==> src/shared/uart_fifo_pkg.sv <==
// constants and types shared by the fifo serial transceiver
// Behaviour
// - serial enable runs transmit and receive
// - stop select gives two or one stops
// - word length code picks 5 to 8 bits
// - break bit holds serial output low
// - parity enable write; read gives head parity error
// - stick parity sends parity bit as one
// - two fifteen byte fifos, separate thresholds
// - sixteen bit baud divisor from system clock
// - fifo status reads rx count high, tx low
// - rx ready when count exceeds rx threshold
// - tx ready when count below tx threshold
// - zero divisor low bits, enable off: fifo reset
// - master enable gates interrupt; ones enable flags
// - tx ready follows its condition
// - rx ready on idle timeout with bytes left below rx threshold
// - rx ready clears only below threshold on zero write
// - rx overflow on byte into full fifo
// - rx underflow on read of empty fifo
// - tx overflow on write into full fifo
// - framing error on bad stop bit
// - tx done once all bytes shifted out
// - data read pops rx, write pushes tx
// - bit rate is clock over divisor
package uart_fifo_pkg;
  localparam logic [7:0] FIFO_LEVEL_THRESHOLD_ADDR = 8'ha5;
  localparam logic [7:0] SERIAL_DATA_BUFFER_ADDR = 8'ha6;
  localparam logic [7:0] IRQ_FLAG_ENABLE_ADDR = 8'ha7;
  localparam logic [7:0] SERIAL_LINE_CONFIG_ADDR = 8'hc2;
  localparam logic [7:0] BAUD_DIVISOR_HIGH_ADDR = 8'ha3;
  localparam logic [7:0] BAUD_DIVISOR_LOW_ADDR = 8'ha4;
  localparam logic [7:0] REG_RESET = 8'h00;
  localparam logic [15:0] BAUD_RESET = 16'h0000;
  localparam int FIFO_DEPTH = 15;
  localparam logic [3:0] FIFO_FULL_COUNT = 4'hf;
  localparam int IDLE_BITS_PER_STEP = 16;
  localparam int FLAG_TX_DONE = 0;
  localparam int FLAG_FRAMING = 1;
  localparam int FLAG_TX_OVF = 2;
  localparam int FLAG_RX_UNF = 3;
  localparam int FLAG_RX_OVF = 4;
  localparam int FLAG_RX_AVAIL = 5;
  localparam int FLAG_TX_READY = 6;
  localparam int IRQ_MASTER_BIT = 7;
  typedef struct packed {
    logic serial_enable;
    logic two_stop_select;
    logic [1:0] word_length_select;
    logic break_ctrl;
    logic odd_parity_select;
    logic parity_enable;
    logic stick_parity_one;
  } line_cfg_t;
  typedef struct packed {
    logic [7:0] addr;
    logic [7:0] wdata;
    logic wr;
    logic rd;
  } reg_req_t;
  typedef enum logic [2:0] {TX_IDLE, TX_START, TX_DATA, TX_PAR, TX_STOP} tx_state_t;
  typedef enum logic [2:0] {RX_IDLE, RX_START, RX_DATA, RX_PAR, RX_STOP} rx_state_t;
endpackage

==> src/verilog/uart_fifo_core.sv <==
// fifo serial transceiver with register port and baud divisor
`timescale 1ns/1ps
`default_nettype none
module uart_fifo_core (
  // clock and reset
  input wire logic I_CLK,
  input wire logic I_NRST,
  input wire logic I_CE,
  // register port
  input wire logic [7:0] I_ADDR,
  input wire logic [7:0] I_WDATA,
  input wire logic I_WR,
  input wire logic I_RD,
  output logic [7:0] O_RDATA,
  // serial line and interrupt
  input wire logic I_RXD,
  output logic O_TXD,
  output logic O_IRQ
);
  uart_fifo_pkg::reg_req_t req;
  uart_fifo_pkg::line_cfg_t cfg_q;
  logic [15:0] baud_q;
  logic [3:0] rx_thr_q, tx_thr_q;
  logic [6:0] irq_en_q;
  logic irq_master_q;
  logic [6:0] flag_q;
  logic [7:0] rdata_q;
  logic txd_q, irq_q;
  logic [7:0] tx_mem_q [0:14];
  logic [8:0] rx_mem_q [0:14];
  logic [3:0] tx_cnt_q, tx_rd_q, tx_wr_q;
  logic [3:0] rx_cnt_q, rx_rd_q, rx_wr_q;
  logic [15:0] tx_div_q, rx_div_q;
  logic tx_tick, rx_tick, rx_half;
  uart_fifo_pkg::tx_state_t tx_st_q;
  uart_fifo_pkg::rx_state_t rx_st_q;
  logic [7:0] tx_sh_q, rx_sh_q;
  logic [2:0] tx_bit_q, rx_bit_q;
  logic tx_par_q, rx_par_q, tx_stop2_q, rx_parity_error_flag_q;
  logic [23:0] idle_q;
  logic fifo_rst, wr_data, rd_data, tx_pop, rx_push, rx_framing_error_flag, tx_busy;
  logic [3:0] nbits;
  logic [23:0] idle_lim;

  assign req = '{addr: I_ADDR, wdata: I_WDATA, wr: I_WR, rd: I_RD};
  assign nbits = {2'b00, cfg_q.word_length_select} + 4'h5;
  assign wr_data = I_CE && req.wr && req.addr == uart_fifo_pkg::SERIAL_DATA_BUFFER_ADDR;
  assign rd_data = I_CE && req.rd && req.addr == uart_fifo_pkg::SERIAL_DATA_BUFFER_ADDR;
  // fifo reset takes effect when the divisor low bits and enable are both zero
  assign fifo_rst = baud_q[11:0] == 12'h000 && !cfg_q.serial_enable;
  assign tx_pop = I_CE && cfg_q.serial_enable && tx_st_q == uart_fifo_pkg::TX_IDLE &&
                  tx_cnt_q != 4'h0 && !cfg_q.break_ctrl;
  assign tx_busy = tx_st_q != uart_fifo_pkg::TX_IDLE;
  // 15 * 16 * 65535 needs 24 bits; a narrower product would wrap on slow rates
  assign idle_lim = 24'(rx_thr_q) * 24'(uart_fifo_pkg::IDLE_BITS_PER_STEP) * 24'(baud_q);

  function automatic logic parity_of(input logic [7:0] d, input logic [3:0] n,
                                     input uart_fifo_pkg::line_cfg_t c);
    logic p;
    p = 1'b0;
    for (int i = 0; i < 8; i++) begin
      if (4'(i) < n) begin
        p = p ^ d[i];
      end
    end
    if (c.stick_parity_one) begin
      return 1'b1;
    end
    return p ^ c.odd_parity_select;
  endfunction

  // configuration registers
  always_ff @(posedge I_CLK or negedge I_NRST) begin
    if (!I_NRST) begin
      cfg_q <= uart_fifo_pkg::REG_RESET;
      baud_q <= uart_fifo_pkg::BAUD_RESET;
      rx_thr_q <= 4'h0;
      tx_thr_q <= 4'h0;
      irq_en_q <= 7'h00;
      irq_master_q <= 1'b0;
    end else if (I_CE && req.wr) begin
      if (req.addr == uart_fifo_pkg::SERIAL_LINE_CONFIG_ADDR) begin
        cfg_q <= req.wdata;
      end else if (req.addr == uart_fifo_pkg::FIFO_LEVEL_THRESHOLD_ADDR) begin
        rx_thr_q <= req.wdata[7:4];
        tx_thr_q <= req.wdata[3:0];
      end else if (req.addr == uart_fifo_pkg::IRQ_FLAG_ENABLE_ADDR) begin
        irq_master_q <= req.wdata[uart_fifo_pkg::IRQ_MASTER_BIT];
        irq_en_q <= req.wdata[6:0];
      end else if (req.addr == uart_fifo_pkg::BAUD_DIVISOR_HIGH_ADDR) begin
        baud_q[15:8] <= req.wdata;
      end else if (req.addr == uart_fifo_pkg::BAUD_DIVISOR_LOW_ADDR) begin
        baud_q[7:0] <= req.wdata;
      end
    end
  end

  // baud tick generators; a zero divisor stops both
  always_ff @(posedge I_CLK or negedge I_NRST) begin
    if (!I_NRST) begin
      tx_div_q <= 16'h0000;
      rx_div_q <= 16'h0000;
    end else if (I_CE) begin
      tx_div_q <= (tx_tick || tx_pop) ? 16'h0000 : tx_div_q + 16'h0001;
      if (rx_st_q == uart_fifo_pkg::RX_IDLE || rx_tick) begin
        rx_div_q <= 16'h0000;
      end else begin
        rx_div_q <= rx_div_q + 16'h0001;
      end
    end
  end
  assign tx_tick = baud_q != 16'h0000 && tx_div_q >= baud_q - 16'h0001;
  assign rx_tick = baud_q != 16'h0000 && rx_div_q >= baud_q - 16'h0001;
  assign rx_half = rx_div_q == {1'b0, baud_q[15:1]};

  // transmit and receive fifo storage, indexed by write pointers
  always_ff @(posedge I_CLK) begin
    if (I_CE && wr_data && tx_cnt_q != uart_fifo_pkg::FIFO_FULL_COUNT) begin
      tx_mem_q[tx_wr_q] <= req.wdata;
    end
    if (rx_push && rx_cnt_q != uart_fifo_pkg::FIFO_FULL_COUNT) begin
      rx_mem_q[rx_wr_q] <= {rx_parity_error_flag_q && cfg_q.parity_enable, rx_sh_q};
    end
  end

  // fifo pointers and counts
  always_ff @(posedge I_CLK or negedge I_NRST) begin
    if (!I_NRST) begin
      tx_cnt_q <= 4'h0;
      tx_rd_q <= 4'h0;
      tx_wr_q <= 4'h0;
      rx_cnt_q <= 4'h0;
      rx_rd_q <= 4'h0;
      rx_wr_q <= 4'h0;
    end else if (I_CE) begin
      if (fifo_rst) begin
        tx_cnt_q <= 4'h0;
        tx_rd_q <= 4'h0;
        tx_wr_q <= 4'h0;
        rx_cnt_q <= 4'h0;
        rx_rd_q <= 4'h0;
        rx_wr_q <= 4'h0;
      end else begin
        if (wr_data && tx_cnt_q != uart_fifo_pkg::FIFO_FULL_COUNT) begin
          tx_wr_q <= tx_wr_q == 4'he ? 4'h0 : tx_wr_q + 4'h1;
        end
        if (tx_pop) begin
          tx_rd_q <= tx_rd_q == 4'he ? 4'h0 : tx_rd_q + 4'h1;
        end
        tx_cnt_q <= tx_cnt_q + 4'((wr_data && tx_cnt_q != uart_fifo_pkg::FIFO_FULL_COUNT))
                    - 4'(tx_pop);
        if (rx_push && rx_cnt_q != uart_fifo_pkg::FIFO_FULL_COUNT) begin
          rx_wr_q <= rx_wr_q == 4'he ? 4'h0 : rx_wr_q + 4'h1;
        end
        if (rd_data && rx_cnt_q != 4'h0) begin
          rx_rd_q <= rx_rd_q == 4'he ? 4'h0 : rx_rd_q + 4'h1;
        end
        rx_cnt_q <= rx_cnt_q + 4'((rx_push && rx_cnt_q != uart_fifo_pkg::FIFO_FULL_COUNT))
                    - 4'((rd_data && rx_cnt_q != 4'h0));
      end
    end
  end

  // transmitter
  always_ff @(posedge I_CLK or negedge I_NRST) begin
    if (!I_NRST) begin
      tx_st_q <= uart_fifo_pkg::TX_IDLE;
      tx_sh_q <= 8'h00;
      tx_bit_q <= 3'h0;
      tx_par_q <= 1'b0;
      tx_stop2_q <= 1'b0;
      txd_q <= 1'b1;
    end else if (I_CE) begin
      case (tx_st_q)
        uart_fifo_pkg::TX_IDLE: begin
          txd_q <= !cfg_q.break_ctrl;
          if (tx_pop) begin
            tx_sh_q <= tx_mem_q[tx_rd_q];
            tx_par_q <= parity_of(tx_mem_q[tx_rd_q], nbits, cfg_q);
            tx_bit_q <= 3'h0;
            txd_q <= 1'b0;
            tx_st_q <= uart_fifo_pkg::TX_START;
          end
        end
        uart_fifo_pkg::TX_START: begin
          if (tx_tick) begin
            txd_q <= tx_sh_q[0] && !cfg_q.break_ctrl;
            tx_sh_q <= {1'b0, tx_sh_q[7:1]};
            tx_st_q <= uart_fifo_pkg::TX_DATA;
          end
        end
        uart_fifo_pkg::TX_DATA: begin
          if (tx_tick) begin
            if ({1'b0, tx_bit_q} == nbits - 4'h1) begin
              tx_stop2_q <= cfg_q.two_stop_select;
              if (cfg_q.parity_enable) begin
                txd_q <= tx_par_q && !cfg_q.break_ctrl;
                tx_st_q <= uart_fifo_pkg::TX_PAR;
              end else begin
                txd_q <= !cfg_q.break_ctrl;
                tx_st_q <= uart_fifo_pkg::TX_STOP;
              end
            end else begin
              txd_q <= tx_sh_q[0] && !cfg_q.break_ctrl;
              tx_sh_q <= {1'b0, tx_sh_q[7:1]};
              tx_bit_q <= tx_bit_q + 3'h1;
            end
          end
        end
        uart_fifo_pkg::TX_PAR: begin
          if (tx_tick) begin
            txd_q <= !cfg_q.break_ctrl;
            tx_st_q <= uart_fifo_pkg::TX_STOP;
          end
        end
        default: begin
          if (tx_tick) begin
            if (tx_stop2_q) begin
              tx_stop2_q <= 1'b0;
            end else begin
              tx_st_q <= uart_fifo_pkg::TX_IDLE;
            end
          end
        end
      endcase
      if (cfg_q.break_ctrl) begin
        txd_q <= 1'b0;
      end
    end
  end

  // receiver; samples mid-bit, line taken as synchronous
  always_ff @(posedge I_CLK or negedge I_NRST) begin
    if (!I_NRST) begin
      rx_st_q <= uart_fifo_pkg::RX_IDLE;
      rx_sh_q <= 8'h00;
      rx_bit_q <= 3'h0;
      rx_par_q <= 1'b0;
      rx_parity_error_flag_q <= 1'b0;
    end else if (I_CE) begin
      case (rx_st_q)
        uart_fifo_pkg::RX_IDLE: begin
          if (cfg_q.serial_enable && !I_RXD && baud_q != 16'h0000) begin
            rx_st_q <= uart_fifo_pkg::RX_START;
          end
        end
        uart_fifo_pkg::RX_START: begin
          if (rx_half) begin
            rx_st_q <= I_RXD ? uart_fifo_pkg::RX_IDLE : uart_fifo_pkg::RX_DATA;
            rx_bit_q <= 3'h0;
            rx_par_q <= 1'b0;
            rx_sh_q <= 8'h00;
          end
        end
        uart_fifo_pkg::RX_DATA: begin
          if (rx_half) begin
            rx_sh_q[rx_bit_q] <= I_RXD;
            rx_par_q <= rx_par_q ^ I_RXD;
            rx_bit_q <= rx_bit_q + 3'h1;
            if ({1'b0, rx_bit_q} == nbits - 4'h1) begin
              rx_st_q <= cfg_q.parity_enable ? uart_fifo_pkg::RX_PAR : uart_fifo_pkg::RX_STOP;
            end
          end
        end
        uart_fifo_pkg::RX_PAR: begin
          if (rx_half) begin
            rx_parity_error_flag_q <= cfg_q.stick_parity_one ? !I_RXD
                         : (rx_par_q ^ cfg_q.odd_parity_select) != I_RXD;
            rx_st_q <= uart_fifo_pkg::RX_STOP;
          end
        end
        default: begin
          if (rx_half) begin
            rx_st_q <= uart_fifo_pkg::RX_IDLE;
            if (!cfg_q.parity_enable) begin
              rx_parity_error_flag_q <= 1'b0;
            end
          end
        end
      endcase
    end
  end
  assign rx_push = I_CE && rx_st_q == uart_fifo_pkg::RX_STOP && rx_half;
  assign rx_framing_error_flag = rx_push && !I_RXD;

  // idle timer counts clocks since the last byte left the line
  always_ff @(posedge I_CLK or negedge I_NRST) begin
    if (!I_NRST) begin
      idle_q <= 24'h000000;
    end else if (I_CE) begin
      if (rx_st_q != uart_fifo_pkg::RX_IDLE || rx_cnt_q == 4'h0) begin
        idle_q <= 24'h000000;
      end else if (idle_q <= idle_lim) begin
        idle_q <= idle_q + 24'h000001;
      end
    end
  end

  // status flags: hardware set beats a same-cycle software clear
  always_ff @(posedge I_CLK or negedge I_NRST) begin
    if (!I_NRST) begin
      flag_q <= 7'h00;
    end else if (I_CE) begin
      flag_q[uart_fifo_pkg::FLAG_TX_READY] <= tx_cnt_q < tx_thr_q;
      if (rx_cnt_q > rx_thr_q ||
          // one-shot on reaching the limit, so a zero write can still clear it
          (rx_cnt_q != 4'h0 && rx_cnt_q < rx_thr_q && idle_q == idle_lim)) begin
        flag_q[uart_fifo_pkg::FLAG_RX_AVAIL] <= 1'b1;
      end else if (req.wr && req.addr == uart_fifo_pkg::IRQ_FLAG_ENABLE_ADDR &&
                   !req.wdata[uart_fifo_pkg::FLAG_RX_AVAIL] && rx_cnt_q < rx_thr_q) begin
        flag_q[uart_fifo_pkg::FLAG_RX_AVAIL] <= 1'b0;
      end
      for (int i = 0; i < 5; i++) begin
        if (req.wr && req.addr == uart_fifo_pkg::IRQ_FLAG_ENABLE_ADDR && !req.wdata[i]) begin
          flag_q[i] <= 1'b0;
        end
      end
      if (fifo_rst) begin
        flag_q[uart_fifo_pkg::FLAG_RX_OVF] <= 1'b0;
        flag_q[uart_fifo_pkg::FLAG_RX_UNF] <= 1'b0;
        flag_q[uart_fifo_pkg::FLAG_TX_OVF] <= 1'b0;
      end
      if (rx_push && rx_cnt_q == uart_fifo_pkg::FIFO_FULL_COUNT) begin
        flag_q[uart_fifo_pkg::FLAG_RX_OVF] <= 1'b1;
      end
      if (rd_data && rx_cnt_q == 4'h0) begin
        flag_q[uart_fifo_pkg::FLAG_RX_UNF] <= 1'b1;
      end
      if (wr_data && tx_cnt_q == uart_fifo_pkg::FIFO_FULL_COUNT) begin
        flag_q[uart_fifo_pkg::FLAG_TX_OVF] <= 1'b1;
      end
      if (rx_framing_error_flag) begin
        flag_q[uart_fifo_pkg::FLAG_FRAMING] <= 1'b1;
      end
      if (tx_busy && tx_st_q == uart_fifo_pkg::TX_STOP && tx_tick && !tx_stop2_q &&
          tx_cnt_q == 4'h0) begin
        flag_q[uart_fifo_pkg::FLAG_TX_DONE] <= 1'b1;
      end
    end
  end

  // read data and interrupt output
  always_ff @(posedge I_CLK or negedge I_NRST) begin
    if (!I_NRST) begin
      rdata_q <= 8'h00;
      irq_q <= 1'b0;
    end else if (I_CE) begin
      irq_q <= irq_master_q && |(flag_q & irq_en_q);
      if (!req.rd) begin
        rdata_q <= 8'h00;
      end else if (req.addr == uart_fifo_pkg::SERIAL_LINE_CONFIG_ADDR) begin
        rdata_q <= {cfg_q[7:2], rx_mem_q[rx_rd_q][8] && rx_cnt_q != 4'h0,
                    cfg_q.stick_parity_one};
      end else if (req.addr == uart_fifo_pkg::FIFO_LEVEL_THRESHOLD_ADDR) begin
        rdata_q <= {rx_cnt_q, tx_cnt_q};
      end else if (req.addr == uart_fifo_pkg::IRQ_FLAG_ENABLE_ADDR) begin
        rdata_q <= {1'b0, flag_q};
      end else if (req.addr == uart_fifo_pkg::SERIAL_DATA_BUFFER_ADDR) begin
        rdata_q <= rx_cnt_q != 4'h0 ? rx_mem_q[rx_rd_q][7:0] : 8'h00;
      end else begin
        rdata_q <= 8'h00;
      end
    end
  end

  assign O_RDATA = rdata_q;
  assign O_TXD = txd_q;
  assign O_IRQ = irq_q;

  AST_BREAK_LOW: assert property (@(posedge I_CLK) disable iff (!I_NRST)
    I_CE && cfg_q.break_ctrl |=> !O_TXD)
    else $error("break did not hold line low");
  AST_TX_OVF: assert property (@(posedge I_CLK) disable iff (!I_NRST)
    wr_data && tx_cnt_q == 4'hf && !fifo_rst |=> flag_q[uart_fifo_pkg::FLAG_TX_OVF])
    else $error("tx overflow not flagged");
  AST_RX_UNF: assert property (@(posedge I_CLK) disable iff (!I_NRST)
    rd_data && rx_cnt_q == 4'h0 |=> flag_q[uart_fifo_pkg::FLAG_RX_UNF] && rx_cnt_q == 4'h0)
    else $error("rx underflow not flagged");
  AST_FIFO_RST: assert property (@(posedge I_CLK) disable iff (!I_NRST)
    I_CE && fifo_rst |=> tx_cnt_q == 4'h0 && rx_cnt_q == 4'h0)
    else $error("fifo reset left data");
  AST_TX_READY: assert property (@(posedge I_CLK) disable iff (!I_NRST)
    I_CE |=> flag_q[uart_fifo_pkg::FLAG_TX_READY] == ($past(tx_cnt_q) < $past(tx_thr_q)))
    else $error("tx ready wrong");
  AST_IRQ: assert property (@(posedge I_CLK) disable iff (!I_NRST)
    I_CE && !irq_master_q |=> !O_IRQ)
    else $error("irq without master enable");
  AST_RX_AVAIL: assert property (@(posedge I_CLK) disable iff (!I_NRST)
    I_CE && rx_cnt_q > rx_thr_q |=> flag_q[uart_fifo_pkg::FLAG_RX_AVAIL])
    else $error("rx avail not set");
  AST_STATUS: assert property (@(posedge I_CLK) disable iff (!I_NRST)
    I_CE && req.rd && req.addr == 8'ha5 |=> O_RDATA == {$past(rx_cnt_q), $past(tx_cnt_q)})
    else $error("fifo status read wrong");
endmodule
`default_nettype wire

==> config.mk <==
export PLATFORM = sky130hd
export DESIGN_NAME = uart_fifo_core
export DESIGN_NICKNAME = d
export VERILOG_FILES = /design/src/shared/uart_fifo_pkg.sv /design/src/verilog/uart_fifo_core.sv
export SDC_FILE = /design/constraint.sdc
export NUM_CORES = 1
export LEC_CHECK = 0
export CAP_MARGIN = 25
export CELL_PAD_IN_SITES_DETAIL_PLACEMENT = 1
export CELL_PAD_IN_SITES_GLOBAL_PLACEMENT = 1
export CORE_MARGIN = 2
export CORE_UTILIZATION = 28
export DETAILED_ROUTE_END_ITERATION = 10
export DONT_BUFFER_PORTS = 1
export GPL_TIMING_DRIVEN = 0
export PLACE_DENSITY_LB_ADDON = 0.08
export SYNTH_ARGS = -nofsm -noshare
export SYNTH_HDL_FRONTEND = slang
export SYNTH_SLANG_ARGS = --single-unit
==> constraint.sdc <==
create_clock -name I_CLK -period 8.4 [get_ports I_CLK]
set_input_delay 1.68 -clock I_CLK [delete_from_list [all_inputs] [get_ports I_CLK]]
set_output_delay 1.68 -clock I_CLK [all_outputs]
set_load 0.01 [all_outputs]
**Word level (Yosys, flattened, before mapping)**

Memories as Yosys holds them, arrays and structs flattened.
Index checks and enable logic that the tools add are counted.

- Bits of input ports: 22
- Register bits after elaboration: 169
- Bits in writable memories: 255
- Memories kept: 2
- Output and inout port bits: 10

- Reductions and logical operators: 113
- Order comparisons: 16
- Multipliers: 1
- Mux-type cells: 133
- Add/sub/neg operators: 16
- Equality and inequality tests: 43
- Bitwise logic cells: 17

Memories:

| name | words | bits a word | rd ports | clocked after Yosys merged registers in | wr ports | line | source |
|---|---|---|---|---|---|---|---|
| rx_mem_q | 15 | 9 | 1 | 0 | 1 | uart_fifo_core.sv:30 | `logic [8:0] rx_mem_q [0:14];` |
| tx_mem_q | 15 | 8 | 1 | 0 | 1 | uart_fifo_core.sv:29 | `logic [7:0] tx_mem_q [0:14];` |

Operators with widths:

| kind | number |
|---|---|
| 2-to-1 mux 8 bit | 12 |
| 2-to-1 mux 1 bit | 71 |
| 2-to-1 mux 3 bit | 19 |
| 2-to-1 mux 4 bit | 14 |
| == test 8 bit (second input constant) | 6 |
| 2-to-1 mux 24 bit | 2 |
| logical AND 1 bit | 44 |
| adder 16 x 1 -> 16 bit (second input constant) | 2 |
| >= comparator 16 bit | 2 |
| 2-to-1 mux 16 bit | 2 |
| adder 24 x 1 -> 24 bit (second input constant) | 1 |
| == test 24 bit | 1 |
| == test 4 bit (second input constant) | 6 |
| less-or-equal comparator 24 bit | 1 |
| case mux 3 bit (4 select lines) | 2 |
| case mux 8 bit (3 select lines) | 1 |
| AND reduction 2 bit | 12 |
| nonzero test 2 bit | 12 |
| multiplier 4 x 16 -> 20 bit | 1 |
| != test 2 bit (second input constant) | 10 |
| nonzero test 3 bit | 6 |
| adder 4 x 1 -> 4 bit (second input constant) | 4 |
| == test 16 x 15 -> 1 bit | 1 |
| < comparator 3 x 4 -> 1 bit (first input constant) | 4 |
| other kinds (47) | 103 |

**Logic depth before layout (Yosys ltp)**

Gate-level depths: netlist of run 1.

- Depth after elaboration: 44
- Depth in mapped cells: 25

**Least setup slack after synthesis of run 1**

Ideal clock, no wire load.

- Path kind: flip-flop to flip-flop
- From: register rx_thr_q[3]
- To: register idle_q[14]
- Library setup time: 119 ps
- Path slack: 2,564 ps
- Cell stages (with the launch flop): 24
- Data arrival time: 5,718 ps
- Required time: 8,281 ps
- Cells stage by stage: dfrtp_1 -> clkbuf_1 -> nand2_1 -> fa_1 -> fa_1 -> inv_1 -> ha_1 -> a21o_1 -> a21o_1 -> a211oi_1 -> nor2_1 -> o311ai_0 -> a31oi_1 -> nor4b_1 -> a211oi_1 -> ha_1 -> nand4_1 -> nor4_1 -> o21a_1 -> a2111oi_4 -> o2111ai_1 -> clkbuf_1 -> nor4_1 -> o21a_1

- Longest elaborated chain between the ends: 4

RTL lines:

| item | line | source |
|---|---|---|
| from (decl) | uart_fifo_core.sv:23 | `logic [3:0] rx_thr_q, tx_thr_q;` |
| from (signal assigned) | uart_fifo_core.sv:85 | `rx_thr_q <= req.wdata[7:4];` |
| multiplier 4 x 16 -> 20 bit | uart_fifo_core.sv:55 | `assign idle_lim = 24'(rx_thr_q) * 24'(uart_fifo_pkg::IDLE_BITS_PER_STEP) * 24'(baud_q);` |
| less-or-equal comparator 24 bit | uart_fifo_core.sv:293 | `end else if (idle_q <= idle_lim) begin` |
| nonzero test 2 bit (no source line) | - |  |
| AND reduction 2 bit (no source line) | - |  |
| to (signal assigned) | uart_fifo_core.sv:294 | `idle_q <= idle_q + 24'h000001;` |
| to (decl) | uart_fifo_core.sv:40 | `logic [23:0] idle_q;` |

No other way between the ends.
A chain may end at the register's enable or synchronous reset.

**Worst setup path in the final report of run 1**

Ends and elaborated chain as after synthesis.

==> metrics, run 1 <==
CTS Sinks=424; Hold Vio Cnt, Final=0; CP max FO=10; total congestion overflow=0; TritonCTS clock tree=yes; initial antenna violation count=2; predominant post-synthesis flop cell=edfxtp_1; number of synthesized flops with an enable pin=255; gpl congestion=0.752; flops & latches, synth=424; sequential fraction of the synthesis area=0.536; die footprint=81,600 um2; Synthesis Warnings=0; total wire length=67,300 um; clock skew=0.0460 ns; hold_buf cts=0; fill cell count=8,408; IO Pins=32; clock latency on the worst-skew pair=0.63 ns; overall power=0.00547 W; Core Footprint=78,700 um2; worst vdd ir=0.000167 V; row count=103; commonest non-fill, non-tap cell in the layout=edfxtp_1; # DRC=0; PD cells=214 nW/um2; cts bufs inserted=52; most frequent cells in the layout=edfxtp_1, dfrtp_1, nand2_1, nor2_1, ha_1; Arr. time, crit path=7.97 ns; Fin Hold WS=0.482 ns; Die X=286 um; fin cells=2,961; Final Net Count=2,020; reg2reg start=rx_thr_q[3]$_DFFE_PN0P_; vias in the first global route=15,700; proportion of layout cells with a drive suffix above 1=0.131; Reg-to-Reg End=idle_q[14]$_DFFE_PN0P_; via count=14,500; clock root cell=clkbuf_16; final setup vio count=0; area share of the largest cell type after synthesis=0.345; status=finished clean; pre-CTS setup slack=0.729 ns; Tmin final=7.49 ns; Lkg Pwr=9.89 nW; Mapped Area=22,200 um2; final worst slack=0.909 ns; Starting Density=0.282; Worst R2R Path Depth=23; worst rel slew slack=0.249; Critical Path Sink Type=register; All-Layer GR Usage=0.168; FF-to-FF setup slack=0.91 ns; Req. time, crit path=8.88 ns; Synth Area per Inst=12.4 um2; port bufs=0; critical path class=reg2reg; first-pass iteration count of the detailed router=5; leading area contributor after synthesis=edfxtp_1; number of H-tree branching levels=2; largest cells by area after synthesis=edfxtp_1, dfrtp_1, mux4_2, ha_1, fa_1; Routed Antenna Nets=0; Slew Limit Fails=0; Mapped Nets=1,949; maximum clock path buffer count=3; fmax=0.133 GHz; WL/cell=22.7 um; RSZ-0062 raised after global routing=no; Layout area overhead=14.9%; post_cts resized=0; maxcap violations=0; Setup crit start kind=register; Inst Count DP=2,861; postcts setup bufs=0; Worst Min Path Start=irq_en_q[4]$_DFFE_PN0P_; 1st-iter DRT viols=874; first-pass GRT wire length=103,000 um; final worst path period share=0.892; Post-Synthesis Cells=1,795; HP Class=reg2reg; Clock transition at path regs=0.06 ns; Register Area=11,900 um2; dpl hpwl=49,400 um; Hold Path End=irq_en_q[4]$_DFFE_PN0P_; Worst-Margin Slew=1.12 ns; die extent in y=286 um; pin count of the biggest net entering global routing=170; FFs w/ async S/R, synth=0.399; Worst Hold Depth=2; Multi-input gate area=9620 um2; total negative setup slack=0 ns; Via density=4.91; synth unique cells=82
==> state kept, by name, indices dropped and copies added, names as in the netlist, 7 cells and up <==
| register | count |
|---|---|
| tx_mem_q | 120 |
| rx_mem_q | 135 |
| baud_q | 16 |
| rx_div_q | 16 |
| rx_sh_q | 8 |
| flag_q | 7 |
| tx_div_q | 16 |
| idle_q | 24 |
| irq_en_q | 7 |
| cfg_q | 8 |
| tx_sh_q | 8 |
| O_RDATA | 8 |
==> cell usage after synthesis, drive strengths merged (38+ instances only) <==
cell type / count
o21ai: 87
nand3: 53
nand2: 135
inv: 100
edfxtp: 255
xor2: 48
clkbuf: 64
a21oi: 61
xnor2: 38
mux4: 61
ha: 102
nor2: 108
mux2: 46
and2: 44
dfrtp: 168
==> critical path: stages, from the launching register on <==
cell and delay, ns:
dfrtp_1 0.47, clkbuf_1 0.42, nand2_1 0.16, fa_1 0.53
fa_1 0.55, inv_1 0.07, ha_1 0.29, a21o_1 0.16
a21o_1 0.21, a211oi_1 0.24, nor2_1 0.12, o311ai_0 0.47
a31oi_1 0.25, nor4b_1 0.36, a211oi_1 0.12, ha_1 0.33
nand4_1 0.19, nor4_1 0.53, o21a_1 0.27, a2111oi_4 0.09
o2111ai_1 0.65, clkbuf_1 0.52, nor4_1 0.13, o21a_1 0.19
==> cell type report <==
type | count | share of cell area
repair buffers | 17 | 0.00593
clock inverters | 23 | 0.0119
multi-input cells | 1187 | 0.377
well taps | 1050 | 0.0515
clock buffers | 75 | 0.0591
inverters | 101 | 0.0149
flip-flops and latches | 424 | 0.466
plain buffers | 83 | 0.0135
diodes | 1 | 0.0000981
==> power by group <==
group / switching, W / internal (W) / leakage (nW) / total (W)
logic: 0.000428 / 0.000326 / 4.32 / 0.000754
registers: 0.0000768 / 0.00228 / 4.67 / 0.00236
clock network: 0.000950 / 0.00141 / 0.893 / 0.00236
total: 0.00145 / 0.00401 / 9.89 / 0.00547
==> stage by stage <==
| step | utilization | instance area (um2) |
|---|---|---|
| detailed placement | 0.301 | 23700 |
| floorplan | - | 22200 |
| global route | 0.324 | 25500 |
| finish | 0.324 | 25500 |
| global placement | 0.299 | 23500 |
| CTS | 0.324 | 25500 |
==> worst max path at each step <==
stage	startpoint	slack [ns]	to
global placement	rx_thr_q[3]$_DFFE_PN0P_	0.81	idle_q[14]$_DFFE_PN0P_
CTS	rx_thr_q[3]$_DFFE_PN0P_	0.63	idle_q[14]$_DFFE_PN0P_
detailed placement	rx_thr_q[3]$_DFFE_PN0P_	0.73	idle_q[14]$_DFFE_PN0P_
floorplan	rx_thr_q[3]$_DFFE_PN0P_	2.56	idle_q[14]$_DFFE_PN0P_
finish	rx_thr_q[3]$_DFFE_PN0P_	0.91	idle_q[14]$_DFFE_PN0P_
global route	rx_thr_q[3]$_DFFE_PN0P_	0.22	idle_q[14]$_DFFE_PN0P_
==> kinds of logic (layout without fill, tap and decap cells) <==
| kind of cell | count (synthesis) | count (layout) | share of synthesized area |
|---|---|---|---|
| compound gates | 317 | 317 | 0.0947 |
| simple gates | 513 | 513 | 0.117 |
| xor+xnor | 88 | 88 | 0.0364 |
| flops | 424 | 424 | 0.536 |
| mux | 137 | 137 | 0.0989 |
| other cells | 0 | 1 | 0 |
| buf+inv | 184 | 299 | 0.0326 |
| fa+ha+maj | 132 | 132 | 0.0845 |
==> per-layer routing <==
| metal | up-vias | GRT usage | wire length (um) |
|---|---|---|---|
| li1 | 6817 | - | - |
| met5 | - | 0 | 13 |
| met2 | 162 | 0.272 | 31400 |
| met4 | 2 | 0.0403 | 1440 |
| met3 | 73 | 0.0333 | 2680 |
| met1 | 7479 | 0.230 | 31800 |
Note: power is estimated with default switching activity, not from simulation.
==> run 2: changes to the inputs <==
--- a/config.mk
+++ b/config.mk
@@ -13,7 +13,7 @@
 export DETAILED_ROUTE_END_ITERATION = 10
 export DONT_BUFFER_PORTS = 1
 export GPL_TIMING_DRIVEN = 0
-export PLACE_DENSITY_LB_ADDON = 0.08
+export PLACE_DENSITY = 0.51
 export SYNTH_ARGS = -nofsm -noshare
 export SYNTH_HDL_FRONTEND = slang
 export SYNTH_SLANG_ARGS = --single-unit
==> constraint.sdc (replaced) <==
create_clock -name I_CLK -period 8.7 [get_ports I_CLK]
set_input_delay 1.74 -clock I_CLK [delete_from_list [all_inputs] [get_ports I_CLK]]
set_output_delay 1.74 -clock I_CLK [all_outputs]
set_load 0.01 [all_outputs]
==> run 2 against run 1 <==
Compared with the run above:
- utilization decreased by 0.16 points
- fmax decreased by 1.5%
- die area unchanged
- critical path depth unchanged
- sequential power decreased by 3%
- final area decreased by 0.49%
- clock skew decreased by 0.0042 ns
- critical path type unchanged
- largest cell class unchanged
- largest power group unchanged
==> metrics, run 2 (synthesis gave the netlist of run 1 again) <==
P_int=0.00379 W (-5.6%); All-Layer GR Usage=0.162 (-0.00540); via count=14,800 (+1.7%); die extent in y=286 um (unchanged); die footprint=81,600 um2 (unchanged); commonest non-fill, non-tap cell in the layout=edfxtp_1; HP Class=reg2reg; Inst Count DP=2,857 (-0.14%); port bufs=0 (unchanged); clock skew=0.0418 ns (-0.00423 ns); maxcap violations=0 (unchanged); row count=103 (unchanged); most frequent cells in the layout=edfxtp_1, dfrtp_1, nand2_1, nor2_1, ha_1; slowest stage delay, CP=0.72 ns (+0.07 ns); crit-path cells=clkbuf_1 > nand2_1 > fa_1 > fa_1 > inv_1 > ha_1 > a21o_1 > a21o_1 > a211oi_1 > nor2_1 > o311ai_0 > a31oi_1 > nor4b_1 > a211oi_1 > ha_1 > nand4_1 > nor4_1 > o21a_1 > a2111oi_4 > o2111ai_1 > clkbuf_1 > nor4_1 > o21a_1; vias in the first global route=15,900 (+1.2%); RSZ-0062 raised after global routing=no; final worst path period share=0.874 (-0.0179); combinational power share=0.142 (+0.004); max FFs per register=135 (unchanged); dpl hpwl=47,500 um (-3.8%); first-pass iteration count of the detailed router=5 (unchanged); Core Footprint=78,700 um2 (unchanged); Critical Path Sink Type=register; Tmin final=7.60 ns (+0.112 ns); Lkg Pwr=9.83 nW (-0.59%); register name with the most flops=rx_mem_q; first-pass GRT wire length=100,000 um (-2.5%); Crit-path slowest cell=o2111ai_1; final setup vio count=0 (unchanged); Clock transition at path regs=0.06 ns (about the same); overall power=0.00517 W (-5.5%); final design utilization=0.322 (-0.00157); CP max FO=10 (unchanged); Final Net Count=2,021 (+0.050%); postcts setup bufs=0 (unchanged); total congestion overflow=0 (unchanged); Routed Antenna Nets=0 (unchanged); worst rel slew slack=0.252 (+0.00263); hold_buf cts=0 (unchanged); proportion of layout cells with a drive suffix above 1=0.125 (-0.00569); Sw Ratio=0.267 (+0.000918); cts bufs inserted=51 (-1.9%); gpl congestion=0.803 (+6.9%); total wire length=65,700 um (-2.4%); fin area=25,400 um2 (-0.49%); NetSw=0.00138 W (-5.1%); initial antenna violation count=4 (+2); Die X=286 um (unchanged); Hold Vio Cnt, Final=0 (unchanged); 1st-iter DRT viols=789 (-9.7%); status=finished clean; # DRC=0 (unchanged); WL/cell=22.2 um (-2.3%); fin cells=2,960 (-0.034%); PD cells=204 nW/um2 (-5.0%); number of H-tree branching levels=2 (unchanged); clock root cell=clkbuf_16; Req. time, crit path=9.19 ns (+0.31 ns); Layout area overhead=14.4%; Clk pwr share=0.418 (-0.014); total negative setup slack=0 ns (unchanged); clock latency on the worst-skew pair=0.62 ns (about the same); worst vdd ir=0.000152 V (-9.3%); largest registers=rx_mem_q (135), tx_mem_q (120), idle_q (24); maximum clock path buffer count=3 (unchanged); pin count of the biggest net entering global routing=170 (unchanged); critical path class=reg2reg; Arr. time, crit path=8.09 ns (+0.12 ns); Setup crit start kind=register; Worst-Margin Slew=1.11 ns (-0.00974 ns); IO Pins=32 (unchanged); Seq pwr share=0.440 (+0.009); post_cts resized=0 (unchanged); Via density=4.99 (+1.7%); Post-DP Area=23,600 um2 (-0.23%); Starting Density=0.282 (unchanged); CTS Sinks=424 (unchanged); TritonCTS clock tree=yes; fmax=0.132 GHz (-1.5%); Slew Limit Fails=0 (unchanged)
run 2: changes by cell type in the layout (fill, tap and decap cells not counted), sizes merged:
cell      previous run  this run
clkinvlp             1         0
clkinv              17        20
clkbuf             139       136
run 2: worst max-delay path: cells and delay by family (launching register included):
kind / cells / cell delay (ns)
and+or+nand+nor: 6 / 1.48
DFF: 1 / 0.49
buffers and inverters: 3 / 1.07
adders and majority gates: 4 / 1.70
AOI/OAI and AO/OA: 10 / 2.74
run 2: per-stage QoR:
step	setup slack (ns)	hold WS, ns
4_1_cts	1.03	0.483
6_report	1.10	0.481
3_5_place_dp	1.06	0.468
3_3_place_gp	1.11	0.461
2_1_floorplan	2.86	0.445
5_1_grt	0.467	0.508
run 2: layout make-up:
cell class	count	area (um2)
Clock inverter	25	294
Multi-Input combinational cell	1187	9610
Clock buffer	70	1400
Tap cell	1050	1310
Antenna cell	1	2.50
Sequential cell	424	11900
Timing Repair Buffer	19	158
Fill cell	8487	53400
Buffer	83	344
Inverter	101	379
run 2: worst paths after layout:
check | startpoint | to | slack, ns | depth (start not counted)
min | irq_en_q[5]$_DFFE_PN0P_ | irq_en_q[5]$_DFFE_PN0P_ | 0.48 | 2
max reg2reg | rx_thr_q[3]$_DFFE_PN0P_ | idle_q[14]$_DFFE_PN0P_ | 1.10 | 23
min reg2reg | irq_en_q[5]$_DFFE_PN0P_ | irq_en_q[5]$_DFFE_PN0P_ | 0.48 | 2
min in group asynchronous | I_NRST | idle_q[21]$_DFFE_PN0P_ | 0.86 | 0
max in group asynchronous | I_NRST | rx_st_q[0]$_DFFE_PN0P_ | 7.34 | 0
max | rx_thr_q[3]$_DFFE_PN0P_ | idle_q[14]$_DFFE_PN0P_ | 1.10 | 23
run 2: power by group through the flow:
stage,Sequential [W],Clock [W],Combinational (W)
after floorplan,0.00228,0,0.000545
after global placement,0.00231,0,0.000728
after detailed placement,0.00231,0,0.000743
after CTS,0.00227,0.00222,0.000749
after global routing,0.00229,0.00230,0.000820
final,0.00228,0.00216,0.000736
run 2: layer usage:
metal	GRT usage	wire, um	part of all wire
met2	0.264	30700	0.47
met1	0.217	30100	0.46
met4	0.0458	1640	0.025
met5	0	40	0.00061
met3	0.0356	3180	0.048
